### src/shared/cbo_pkg.sv
package cbo_pkg;

  // ******************************
  // block geometry
  // ******************************
  localparam int unsigned BLK_BITS    = 272;
  localparam int unsigned WORD_W      = 16;
  localparam int unsigned BUF_WORDS   = 17;
  localparam int unsigned ADDR_W      = 5;
  localparam int unsigned IDX_W       = 9;
  localparam int unsigned VNUM_W      = 8;
  localparam logic [8:0]  FRAME_BLKS  = 9'h110;
  localparam logic [8:0]  VSLOT_FIRST = 9'h01D;
  localparam logic [8:0]  VSLOT_LAST  = 9'h0DA;
  localparam logic [7:0]  VBLKS       = 8'hBE;
  localparam logic [8:0]  VSLOT_BASE  = 9'h01C;
  localparam logic [4:0]  LAST_WORD   = 5'h10;

  // ******************************
  // timing
  // ******************************
  localparam int unsigned CLK_MHZ      = 100;
  localparam int unsigned T_READ_US    = 8000;
  localparam int unsigned T_HONLY_US   = 17000;
  localparam int unsigned T_MARGIN_US  = 3000;
  localparam int unsigned READ_CYC     = T_READ_US * CLK_MHZ;
  localparam int unsigned HONLY_CYC    = T_HONLY_US * CLK_MHZ;
  localparam int unsigned MARGIN_CYC   = T_MARGIN_US * CLK_MHZ;
  localparam int unsigned TMR_W        = 21;

  // ******************************
  // reset values
  // ******************************
  localparam logic [8:0]  IDX_RST  = 9'h000;
  localparam logic [15:0] WORD_RST = 16'h0000;

  typedef enum logic [1:0] {
    REQ_IDLE,
    REQ_GAP,
    REQ_LOW
  } cbo_req_t;

  function automatic logic cbo_in_vrange(input logic [8:0] idx);
    return (idx >= VSLOT_FIRST) && (idx <= VSLOT_LAST);
  endfunction

endpackage

### src/verilog/cbo_sel.sv
`timescale 1ns/10ps
`default_nettype none

module cbo_sel (
  input  wire logic                       output_all_in,
  input  wire logic                       vforce_in,
  input  wire logic [cbo_pkg::IDX_W-1:0]  blk_idx_in,
  input  wire logic [cbo_pkg::IDX_W-1:0]  blk_idx_nxt_in,
  input  wire logic                       h_crc_ok_in,
  input  wire logic                       blk_sync_in,
  input  wire logic                       frm_sync_in,
  input  wire logic                       data_pkt_in,
  input  wire logic                       vran_in,
  input  wire logic                       prev_fail_in,
  input  wire logic                       vrsp_hfail_in,
  input  wire logic                       vrsp_vok_in,
  output logic                            h_offer_out,
  output logic                            v_offer_out,
  output logic                            vslot_hit_out,
  output logic [cbo_pkg::VNUM_W-1:0]      vslot_num_out,
  output logic                            honly_out
);
  import cbo_pkg::*;

  // ******************************
  // horizontal gate
  // ******************************
  wire h_default = h_crc_ok_in && blk_sync_in && frm_sync_in && data_pkt_in;
  assign h_offer_out = output_all_in || h_default;

  // ******************************
  // vertical gate
  // ******************************
  // hok blocks never reach default output: the vertical pass left them untouched
  wire v_default = vran_in && vrsp_hfail_in && vrsp_vok_in;
  wire v_all     = output_all_in && vforce_in;
  wire v_onfail  = output_all_in && !vforce_in && prev_fail_in;
  wire v_good    = !output_all_in && vforce_in && vrsp_vok_in;
  assign v_offer_out = v_all || v_onfail || v_good ||
                       (!output_all_in && !vforce_in && v_default);

  // ******************************
  // slot positions
  // ******************************
  wire [IDX_W-1:0] slot_off = blk_idx_nxt_in - VSLOT_BASE;
  assign vslot_hit_out = cbo_in_vrange(blk_idx_nxt_in);
  assign vslot_num_out = slot_off[VNUM_W-1:0];
  assign honly_out     = !cbo_in_vrange(blk_idx_in);

endmodule

`default_nettype wire

### src/verilog/cbo_win.sv
`timescale 1ns/10ps
`default_nettype none

module cbo_win #(
  parameter int unsigned READ_CYC   = cbo_pkg::READ_CYC,
  parameter int unsigned HONLY_CYC  = cbo_pkg::HONLY_CYC,
  parameter int unsigned MARGIN_CYC = cbo_pkg::MARGIN_CYC
) (
  input  wire logic clk_in,
  input  wire logic rst_in,
  input  wire logic ce_in,
  input  wire logic start_in,
  input  wire logic long_in,
  input  wire logic stop_in,
  output logic      expire_out,
  output logic      release_out
);
  import cbo_pkg::*;

  localparam logic [TMR_W-1:0] SHORT_LEN = TMR_W'(READ_CYC);
  localparam logic [TMR_W-1:0] LONG_LEN  = TMR_W'(HONLY_CYC);
  localparam logic [TMR_W-1:0] MARGIN    = TMR_W'(MARGIN_CYC);
  localparam logic [TMR_W-1:0] ONE       = TMR_W'(1);

  logic [TMR_W-1:0] cnt_r;
  logic [TMR_W-1:0] cnt_nxt;

  // ******************************
  // read window countdown
  // ******************************
  wire running = (cnt_r != '0);
  assign expire_out  = running && (cnt_r == ONE);
  assign release_out = running && (cnt_r == MARGIN);
  assign cnt_nxt = start_in ? (long_in ? LONG_LEN : SHORT_LEN) :
                   stop_in  ? '0 :
                   running  ? cnt_r - ONE : cnt_r;

  always_ff @(posedge clk_in or posedge rst_in) begin
    if (rst_in) begin
      cnt_r <= '0;
    end else if (ce_in) begin
      cnt_r <= cnt_nxt;
    end
  end

endmodule

`default_nettype wire

### src/verilog/cbo_ctrl.sv
// How it works
// - check, correct each block, then stage it
// - default horizontal offer needs four conditions
// - frame product pass when horizontal failures remain
// - default vertical: hfail, vfixed data blocks only
// - skip vertical on clean frame or sync loss
// - one-block buffer, newest block overwrites
// - window expiry releases buffer for next block
// - request low per ready block, one block
// - packet N offered during packet N+1
// - vertical pass of previous frame at head
// - 190 vertical slots, blocks 29 to 218
// - suppressed vertical slot still consumed, no request
// - output-all and vertical force select modes
// - output-all offers every horizontal block
// - both bits: all 190 vertical blocks
// - output-all only: vertical on failed frame
// - force only: good vertical blocks always
// - frame fails if any block failed
// - flag falls with request, rises 3 ms early
// - flag mode off: pin driven only during output
`timescale 1ns/10ps
`default_nettype none

module cbo_ctrl #(
  parameter int unsigned READ_CYC   = cbo_pkg::READ_CYC,
  parameter int unsigned HONLY_CYC  = cbo_pkg::HONLY_CYC,
  parameter int unsigned MARGIN_CYC = cbo_pkg::MARGIN_CYC
) (
  input  wire logic                          clk_in,
  input  wire logic                          rst_in,
  input  wire logic                          ce_in,
  input  wire logic                          output_all_in,
  input  wire logic                          flag_mode_in,
  input  wire logic                          vertical_output_force_in,
  input  wire logic                          frame_start_in,
  input  wire logic                          block_id_code_in,
  input  wire logic                          h_done_in,
  input  wire logic [cbo_pkg::BLK_BITS-1:0]  h_data_in,
  input  wire logic                          h_crc_ok_in,
  input  wire logic                          blk_sync_in,
  input  wire logic                          frm_sync_in,
  input  wire logic                          data_pkt_in,
  output logic                               vcorr_start_out,
  input  wire logic                          vcorr_done_in,
  output logic                               vfetch_out,
  output logic [cbo_pkg::VNUM_W-1:0]         vfetch_num_out,
  input  wire logic                          vrsp_valid_in,
  input  wire logic [cbo_pkg::BLK_BITS-1:0]  vrsp_data_in,
  input  wire logic                          vrsp_hfail_in,
  input  wire logic                          vrsp_vok_in,
  input  wire logic                          rd_strobe_in,
  input  wire logic [cbo_pkg::ADDR_W-1:0]    rd_addr_in,
  output logic [cbo_pkg::WORD_W-1:0]         rd_data_out,
  output logic                               xfer_req_n_out,
  output logic                               win_flag_out,
  output logic                               win_flag_oe_out
);
  import cbo_pkg::*;

  // ******************************
  // state
  // ******************************
  logic [WORD_W-1:0]  buf_r [BUF_WORDS];
  logic [IDX_W-1:0]   blk_idx_r;
  logic [IDX_W-1:0]   blk_idx_nxt;
  cbo_req_t           req_r;
  cbo_req_t           req_nxt;
  logic               frame_fail_r;
  logic               frame_sync_ok_r;
  logic               prev_fail_r;
  logic               vrun_r;
  logic               vran_r;
  logic               vpend_r;
  logic               vwait_r;
  logic               honly_r;
  logic [1:0]         stb_sync_r;
  logic               stb_d_r;
  logic [ADDR_W-1:0]  addr_s1_r;
  logic [ADDR_W-1:0]  addr_s2_r;
  logic               rd_busy_r;

  wire h_offer;
  wire v_offer;
  wire vslot_hit;
  wire [VNUM_W-1:0] vslot_num;
  wire honly;
  wire win_expire;
  wire win_release;

  cbo_sel u_sel (
    .output_all_in  (output_all_in),
    .vforce_in      (vertical_output_force_in),
    .blk_idx_in     (blk_idx_r),
    .blk_idx_nxt_in (blk_idx_nxt),
    .h_crc_ok_in    (h_crc_ok_in),
    .blk_sync_in    (blk_sync_in),
    .frm_sync_in    (frm_sync_in),
    .data_pkt_in    (data_pkt_in),
    .vran_in        (vran_r),
    .prev_fail_in   (prev_fail_r),
    .vrsp_hfail_in  (vrsp_hfail_in),
    .vrsp_vok_in    (vrsp_vok_in),
    .h_offer_out    (h_offer),
    .v_offer_out    (v_offer),
    .vslot_hit_out  (vslot_hit),
    .vslot_num_out  (vslot_num),
    .honly_out      (honly)
  );

  // ******************************
  // block and frame tracking
  // ******************************
  wire blk_tick = block_id_code_in && (blk_idx_r != FRAME_BLKS);
  assign blk_idx_nxt = frame_start_in ? IDX_W'(1) :
                       blk_tick       ? blk_idx_r + IDX_W'(1) : blk_idx_r;
  wire h_fail    = h_done_in && !h_crc_ok_in;
  wire fail_now  = frame_fail_r || h_fail;
  wire sync_now  = frame_sync_ok_r && frm_sync_in;
  // clean frame or sync loss: vertical pass is skipped entirely
  wire vneed     = frame_start_in && fail_now && sync_now;

  always_ff @(posedge clk_in or posedge rst_in) begin
    if (rst_in) begin
      blk_idx_r       <= IDX_RST;
      frame_fail_r    <= 1'b0;
      frame_sync_ok_r <= 1'b1;
      prev_fail_r     <= 1'b0;
      vcorr_start_out <= 1'b0;
      vrun_r          <= 1'b0;
      vran_r          <= 1'b0;
    end else if (ce_in) begin
      blk_idx_r       <= blk_idx_nxt;
      frame_fail_r    <= frame_start_in ? 1'b0 : fail_now;
      frame_sync_ok_r <= frame_start_in ? 1'b1 : sync_now;
      prev_fail_r     <= frame_start_in ? fail_now : prev_fail_r;
      vcorr_start_out <= vneed;
      vrun_r          <= frame_start_in ? vneed : (vrun_r && !vcorr_done_in);
      vran_r          <= frame_start_in ? 1'b0 : (vran_r || (vrun_r && vcorr_done_in));
    end
  end

  // ******************************
  // vertical slot fetch
  // ******************************
  // a fetch waits for the horizontal window so the two share the block time
  wire req_busy  = (req_r != REQ_IDLE);
  wire vfetch    = vpend_r && !req_busy && !vwait_r;
  wire vload     = vrsp_valid_in && v_offer;
  wire hload     = h_done_in && h_offer;
  wire load_any  = hload || vload;

  always_ff @(posedge clk_in or posedge rst_in) begin
    if (rst_in) begin
      vpend_r        <= 1'b0;
      vwait_r        <= 1'b0;
      vfetch_out     <= 1'b0;
      vfetch_num_out <= '0;
    end else if (ce_in) begin
      vpend_r    <= (blk_tick && vslot_hit) || (vpend_r && !vfetch);
      vwait_r    <= vfetch || (vwait_r && !vrsp_valid_in);
      vfetch_out <= vfetch;
      if (blk_tick && vslot_hit) begin
        vfetch_num_out <= vslot_num;
      end
    end
  end

  // ******************************
  // output buffer
  // ******************************
  always_ff @(posedge clk_in) begin
    if (ce_in && load_any) begin
      for (int i = 0; i < BUF_WORDS; i++) begin
        buf_r[i] <= hload ? h_data_in[i*WORD_W +: WORD_W]
                          : vrsp_data_in[i*WORD_W +: WORD_W];
      end
    end
  end

  // ******************************
  // host read port
  // ******************************
  wire rd_edge = stb_sync_r[1] && !stb_d_r;
  wire rd_done = rd_edge && (addr_s2_r == LAST_WORD);

  always_ff @(posedge clk_in or posedge rst_in) begin
    if (rst_in) begin
      stb_sync_r  <= 2'b00;
      stb_d_r     <= 1'b0;
      addr_s1_r   <= '0;
      addr_s2_r   <= '0;
      rd_data_out <= WORD_RST;
      rd_busy_r   <= 1'b0;
    end else if (ce_in) begin
      stb_sync_r  <= {stb_sync_r[0], rd_strobe_in};
      stb_d_r     <= stb_sync_r[1];
      addr_s1_r   <= rd_addr_in;
      addr_s2_r   <= addr_s1_r;
      if (rd_edge) begin
        rd_data_out <= (addr_s2_r <= LAST_WORD) ? buf_r[addr_s2_r] : WORD_RST;
      end
      rd_busy_r   <= (rd_edge && !rd_done) || (rd_busy_r && !rd_done && !load_any);
    end
  end

  // ******************************
  // transfer request
  // ******************************
  cbo_win #(
    .READ_CYC   (READ_CYC),
    .HONLY_CYC  (HONLY_CYC),
    .MARGIN_CYC (MARGIN_CYC)
  ) u_win (
    .clk_in      (clk_in),
    .rst_in      (rst_in),
    .ce_in       (ce_in),
    .start_in    (req_r == REQ_GAP && !load_any),
    .long_in     (honly_r),
    .stop_in     (rd_done || load_any),
    .expire_out  (win_expire),
    .release_out (win_release)
  );

  always_comb begin
    req_nxt = req_r;
    case (req_r)
      REQ_IDLE: req_nxt = load_any ? REQ_GAP : REQ_IDLE;
      REQ_GAP:  req_nxt = load_any ? REQ_GAP : REQ_LOW;
      REQ_LOW: begin
        if (load_any) begin
          req_nxt = REQ_GAP;
        end else if (win_expire || rd_done) begin
          req_nxt = REQ_IDLE;
        end
      end
      default: req_nxt = REQ_IDLE;
    endcase
  end

  always_ff @(posedge clk_in or posedge rst_in) begin
    if (rst_in) begin
      req_r          <= REQ_IDLE;
      xfer_req_n_out <= 1'b1;
      honly_r        <= 1'b1;
    end else if (ce_in) begin
      req_r          <= req_nxt;
      xfer_req_n_out <= (req_nxt != REQ_LOW);
      if (load_any) begin
        honly_r <= honly && !vpend_r && !vwait_r;
      end
    end
  end

  // ******************************
  // read window flag pin
  // ******************************
  wire req_fall = (req_r == REQ_GAP) && (req_nxt == REQ_LOW);

  always_ff @(posedge clk_in or posedge rst_in) begin
    if (rst_in) begin
      win_flag_out    <= 1'b1;
      win_flag_oe_out <= 1'b0;
    end else if (ce_in) begin
      if (flag_mode_in) begin
        win_flag_oe_out <= 1'b1;
        win_flag_out    <= req_fall ? 1'b0 :
                           (rd_done || win_release || req_nxt != REQ_LOW) ? 1'b1 :
                           win_flag_out;
      end else begin
        // pin only driven while a read is under way, low marks output in progress
        win_flag_oe_out <= rd_busy_r || rd_edge;
        win_flag_out    <= 1'b0;
      end
    end
  end

  // ******************************
  // checks
  // ******************************
  property p_hreq;
    @(posedge clk_in) disable iff (rst_in)
    (hload && ce_in) ##1 (ce_in && !load_any) |=> !xfer_req_n_out;
  endproperty
  a_hreq: assert property (p_hreq) else $error("offered block gave no request");

  property p_gap;
    @(posedge clk_in) disable iff (rst_in)
    (load_any && ce_in && req_r == REQ_LOW) |=> xfer_req_n_out;
  endproperty
  a_gap: assert property (p_gap) else $error("request not raised between blocks");

  property p_nosup;
    @(posedge clk_in) disable iff (rst_in)
    (ce_in && !load_any && req_r == REQ_IDLE) |=> xfer_req_n_out;
  endproperty
  a_nosup: assert property (p_nosup) else $error("request without offered block");

  property p_vnum;
    @(posedge clk_in) disable iff (rst_in)
    vfetch_out |-> (vfetch_num_out >= 8'h01) && (vfetch_num_out <= VBLKS);
  endproperty
  a_vnum: assert property (p_vnum) else $error("vertical slot out of range");

  property p_vstart;
    @(posedge clk_in) disable iff (rst_in)
    vcorr_start_out |-> $past(frame_start_in) && $past(fail_now);
  endproperty
  a_vstart: assert property (p_vstart) else $error("vertical pass without cause");

  property p_flag_fall;
    @(posedge clk_in) disable iff (rst_in)
    (flag_mode_in && $fell(xfer_req_n_out)) |-> !win_flag_out && win_flag_oe_out;
  endproperty
  a_flag_fall: assert property (p_flag_fall) else $error("flag did not fall with request");

  property p_flag_z;
    @(posedge clk_in) disable iff (rst_in)
    (ce_in && !flag_mode_in && !rd_busy_r && !rd_edge) |=> !win_flag_oe_out;
  endproperty
  a_flag_z: assert property (p_flag_z) else $error("flag pin driven while idle");

  property p_expire;
    @(posedge clk_in) disable iff (rst_in)
    (ce_in && req_r == REQ_LOW && win_expire && !load_any) |=> xfer_req_n_out;
  endproperty
  a_expire: assert property (p_expire) else $error("request outlived read window");

  property p_idx;
    @(posedge clk_in) disable iff (rst_in)
    blk_idx_r <= FRAME_BLKS;
  endproperty
  a_idx: assert property (p_idx) else $error("block index overran frame");

  c_hreq:   cover property (@(posedge clk_in) disable iff (rst_in) hload ##2 !xfer_req_n_out);
  c_vreq:   cover property (@(posedge clk_in) disable iff (rst_in) vload);
  c_expire: cover property (@(posedge clk_in) disable iff (rst_in) win_expire);
  c_rddone: cover property (@(posedge clk_in) disable iff (rst_in) rd_done);

endmodule

`default_nettype wire

### config.mk
export PLATFORM = sky130hd
export DESIGN_NAME = cbo_ctrl
export DESIGN_NICKNAME = d
export VERILOG_FILES = /design/src/shared/cbo_pkg.sv /design/src/verilog/cbo_sel.sv /design/src/verilog/cbo_win.sv /design/src/verilog/cbo_ctrl.sv
export SDC_FILE = /design/constraint.sdc
export NUM_CORES = 1
export LEC_CHECK = 0
export ABC_CLOCK_PERIOD_IN_PS = 40400
export BUFFER_PORTS_ARGS = -buffer_cell sky130_fd_sc_hd__clkbuf_2
export CAP_MARGIN = 10
export CORE_AREA = 4 4 232 234
export DETAILED_ROUTE_END_ITERATION = 10
export DIE_AREA = 0 0 236 238
export PLACE_DENSITY = 0.65
export SLEW_MARGIN = 20
export SYNTH_ARGS = -nofsm -noshare
export SYNTH_HDL_FRONTEND = slang
export SYNTH_HIERARCHICAL = 1
export SYNTH_SLANG_ARGS = --single-unit
### constraint.sdc
create_clock -name clk_in -period 40.4 [get_ports clk_in]
set_clock_uncertainty 0.1 [all_clocks]
set_input_delay 2.02 -clock clk_in [delete_from_list [all_inputs] [get_ports clk_in]]
set_output_delay 2.02 -clock clk_in [all_outputs]
set_load 0.1 [all_outputs]
==> summary by stage <==
Status
The flow ran to the end, and the final reports show no timing, DRC or antenna violations.

Hold path
The hold path startpoint is frame_sync_ok_r$_DFFE_PP1P_. The path class of the lowest-slack min-delay path is flop to flop.

Setup path
STA puts the critical path data arrival time at 5980 ps. Broken down by cell family, the worst path's largest delay share belongs to buffers and inverters. Data on the critical path is required at its endpoint by 40600 ps.

STA classifies the critical path endpoint as a flop. In this run the critical register-to-register path is launched from vran_r$_DFFE_PP0P_. Of all nets on the critical path, the largest fanout is 77. The longest individual stage delay on the worst path is 870 ps. The worst setup path is launched from an input pin. On the critical path, the stage with the largest delay is an instance of sky130_fd_sc_hd__buf_4. The critical setup path kind is input pin to flop.

The cell occurring most often along the worst timing path is sky130_fd_sc_hd__buf_4. Tracing the worst setup path back leads to its startpoint at frm_sync_in. The signal on the critical path passes through clkbuf_2 -> a41o_1 -> nand2_4 -> buf_4 -> buf_4 -> buf_4 -> mux2_2. The combined buffer and inverter count along the critical path is 4.

Clock network
The H-tree was split into 2 levels. The clock root buffer is sky130_fd_sc_hd__clkbuf_16. No sink is reached through more buffers than the 3 on the longest clock path. Clock latency on the worst-skew pair, taken at its later pin, is 560 ps. Once the clock tree was built, the setup fixing pass inserted 0 buffers. The clock transition at the registers of the reported paths is 60 ps. The hold-fix buffer count after cts is 0. The number of gates resized after cts is 0.

The CTS tree is done. Buffers inserted during clock tree synthesis total 41. The tree built by TritonCTS fans out to 355 sinks.

Placement
The port buffer count is 595. The post-detailed-placement half-perimeter wirelength is 46500 microns. The placer's final routability congestion estimate is 0.887.

STA
After layout, the worst path uses 14.3% of the clock period. For this run, the top clock speed supported by timing is 173 MHz. Headroom to the max-slew limit came out at 28.1%. The final-report max-slew violation count is 0. After layout, the minimum clock period comes to 5790 ps.

At the pin with the least slew margin, the transition time is 1070 ps. The count of endpoints failing hold in the final timing report was 0. Setup repair after global routing left no endpoint under its margin. The number of setup violations in the final report is 0.

The accumulated negative setup slack is 0 ps.

Die
Once the floorplan was initialized, standard cells occupied 35.0% of the core. In this run the standard cell core region covers 52000 sq um. The die footprint is 56200 sq um. The number of rows in the core area is 84.

From bottom edge to top edge, the die measures 238 microns. 596 I/O pins were placed. In this run the horizontal extent of the chip is 236 microns.

Pwr
The cell-internal power is 0.748 mW. Net switching is 32.5% of the power. The post-layout total power is 1.11 mW. The cell leakage power is 9.70 nW. Summed over all nets, the switching power comes to 0.361 mW. The worst-case IR drop observed on VDD is 0.0000318 V. The sequential power share is 42.4%.

Per report_power, the clock group accounts for 32.5% of the total. The combinational group share of total power is 25.1%. For this design the ratio of total power to cell area is 47.9 nW/um^2.

Yosys
Counting instances in the post-synthesis netlist gives the leading cell types as sky130_fd_sc_hd__mux2_2, sky130_fd_sc_hd__edfxtp_1, sky130_fd_sc_hd__mux2i_1. The synthesis-stage register bit count is 355. The total standard cell area after synthesis is 18200 sq um.

The cell count after synthesis came out at 1303. Yosys attributes the largest share of cell area to sky130_fd_sc_hd__edfxtp_1, sky130_fd_sc_hd__mux2_2, sky130_fd_sc_hd__dfrtp_1, sky130_fd_sc_hd__mux2i_1, sky130_fd_sc_hd__a22oi_1. The average instance area after synthesis is 14.0 sq um. The proportion of synthesized flip-flops having asynchronous set or reset is 23.4%. The number of flops mapped to enable cells by yosys is 272. The share of the Yosys chip area taken by registers is 56.3%. The most common flop cell mapped by yosys is sky130_fd_sc_hd__edfxtp_1. After synthesis, the largest area contributor takes up 44.9% of total cell area.

The biggest area contributor in the post-synthesis netlist is sky130_fd_sc_hd__edfxtp_1. sky130_fd_sc_hd__mux2_2 is the most common cell in the netlist. The number of nets in the synthesized netlist is 1877. Yosys mapped the design onto 80 distinct sky130hd cell types. The number of synthesis warnings is 6.

Drt
The number of routed nets with antenna violations is 0. The number of remaining DRC errors is 0. For this block, the routed nets add up to 61000 microns of wire. After the first detailed-routing iteration, the DRC count stood at 932. After detailed routing, the number of vias per cell comes to 5.16. The detail-routed net length per standard cell is 23.5 microns. For this run, the detailed router's first-pass iteration total came to 5. For this block, the via count after detailed routing is 13400.

Final layout
The filler cells instantiated in the layout total 4754. At the end of the flow the core is filled with cells to 44.5%. The post-route netlist has 53.1% of its cells at a drive strength greater than 1. Compared with the post-synthesis result, the final layout area differs by 27.2%.

At the end of the flow, the number of nets in the layout was 2439.

Global route
The number of antenna violations at the first check in global routing is 8. The global-route wire length before repair is 87900 microns. The sum of overflow across all layers after global routing is 0. The via count of the first global-routing pass is 14000.

Global routing used 20.7% of the available tracks across all layers. The pin count of the biggest net entering global routing is 86.

Job
The tool flagged a number of max-cap violations equal to 0.
==> area by class of cell <==
type / count / area [sq um] / area share (%)
sequential: 355 / 10300 / 44.3
clock inverter: 24 / 210 / 0.908
antenna: 9 / 22.5 / 0.0973
tap: 688 / 861 / 3.72
multi-input combinational: 836 / 7520 / 32.5
inverter: 19 / 71.3 / 0.308
clock buffer: 51 / 1070 / 4.64
timing repair buffer: 612 / 3130 / 13.5
==> final timing paths <==
kind / endpoint / slack, ps / depth (start not counted)
max reg2reg: buf_r[2][12]$_DFFE_PP_ / 36640 / 9
min in group asynchronous: addr_s1_r[4]$_DFFE_PP0P_ / 1300 / 2
min: frame_sync_ok_r$_DFFE_PP1P_ / 380 / 2
min reg2reg: frame_sync_ok_r$_DFFE_PP1P_ / 380 / 2
max: buf_r[7][5]$_DFFE_PP_ / 34610 / 7
max in group asynchronous: addr_s2_r[1]$_DFFE_PP0P_ / 37880 / 3
==> tightest hold or removal path, cell delays in order, from the launching register on <==
cell and delay (ps):
sky130_fd_sc_hd__dfstp_2 370, sky130_fd_sc_hd__o21ai_0 60, sky130_fd_sc_hd__nand2_1 50
==> layer usage <==
layer / vias to the layer above / share of wire [%] / track usage, %
li1: 6209 / - / -
met1: 6663 / 40 / 25.6
met2: 449 / 52 / 37.0
met3: 70 / 5.7 / 4.08
met5: - / 0.044 / 0
met4: 4 / 2.1 / 5.78
==> layout by cell type (no fill, tap or decap), types with 6 or more instances in the layout <==
cell                        count
sky130_fd_sc_hd__nor3_1         8
sky130_fd_sc_hd__o21ai_1       14
sky130_fd_sc_hd__a32o_1        15
sky130_fd_sc_hd__nand3_1       10
sky130_fd_sc_hd__edfxtp_1     272
sky130_fd_sc_hd__a22o_1        17
sky130_fd_sc_hd__o21ai_0       24
sky130_fd_sc_hd__clkbuf_16     41
sky130_fd_sc_hd__buf_4         15
sky130_fd_sc_hd__clkbuf_1       9
sky130_fd_sc_hd__clkinv_2       7
sky130_fd_sc_hd__a21o_1        17
sky130_fd_sc_hd__xor2_1        10
sky130_fd_sc_hd__diode_2        9
sky130_fd_sc_hd__a22oi_1       31
sky130_fd_sc_hd__clkbuf_2     595
sky130_fd_sc_hd__o31ai_1        8
sky130_fd_sc_hd__a21oi_1       37
sky130_fd_sc_hd__and2_1         8
sky130_fd_sc_hd__mux2i_1      124
sky130_fd_sc_hd__ha_1           7
sky130_fd_sc_hd__nand2_1       39
sky130_fd_sc_hd__a31oi_1       17
sky130_fd_sc_hd__dfrtp_1       76
sky130_fd_sc_hd__inv_1         18
sky130_fd_sc_hd__mux2_4         8
sky130_fd_sc_hd__a221oi_1      16
sky130_fd_sc_hd__nand2b_1       6
sky130_fd_sc_hd__clkinv_1       7
sky130_fd_sc_hd__nor2_1        41
sky130_fd_sc_hd__mux2_2       286
==> registers in the layout (all words and copies together) (netlist names), 2 cells and up <==
register,flops
rd_data_out,16
buf_r,272
addr_s1_r,5
stb_sync_r,2
req_r,2
vfetch_num_out,8
u_win/cnt_r,21
addr_s2_r,5
blk_idx_r,9
==> stage by stage <==
stage                     setup WS, ps  hold slack, ps  cells  cell area, sq um
final                            34610             384   2594             23100
after global routing             34400             410   2590             23100
after CTS                        34570             387   2583             23100
after detailed placement         33960             381   2508             21800
after global placement           34100             367   2508             21800
after floorplan                  25460             345   1303             18200
==> kinds of logic after synthesis <==
family                     after synthesis  share of synthesized area (%)
muxes                                  421                           25.6
DFF                                    355                           56.3
AOI/OAI and AO/OA                      228                           9.04
and+or+nand+nor                        165                           5.19
buffers and inverters                  112                           2.68
xor gates and xnor gates                15                          0.722
adders and majority gates                7                          0.481
==> power by group through the flow <==
stage | logic (mW) | registers, mW | clock network [mW]
2_1_floorplan | 0.148 | 0.521 | 0
3_3_place_gp | 0.276 | 0.475 | 0
3_5_place_dp | 0.279 | 0.477 | 0
4_1_cts | 0.280 | 0.470 | 0.370
5_1_grt | 0.299 | 0.475 | 0.383
6_report | 0.278 | 0.470 | 0.360
(Power assumes the default switching activity.)
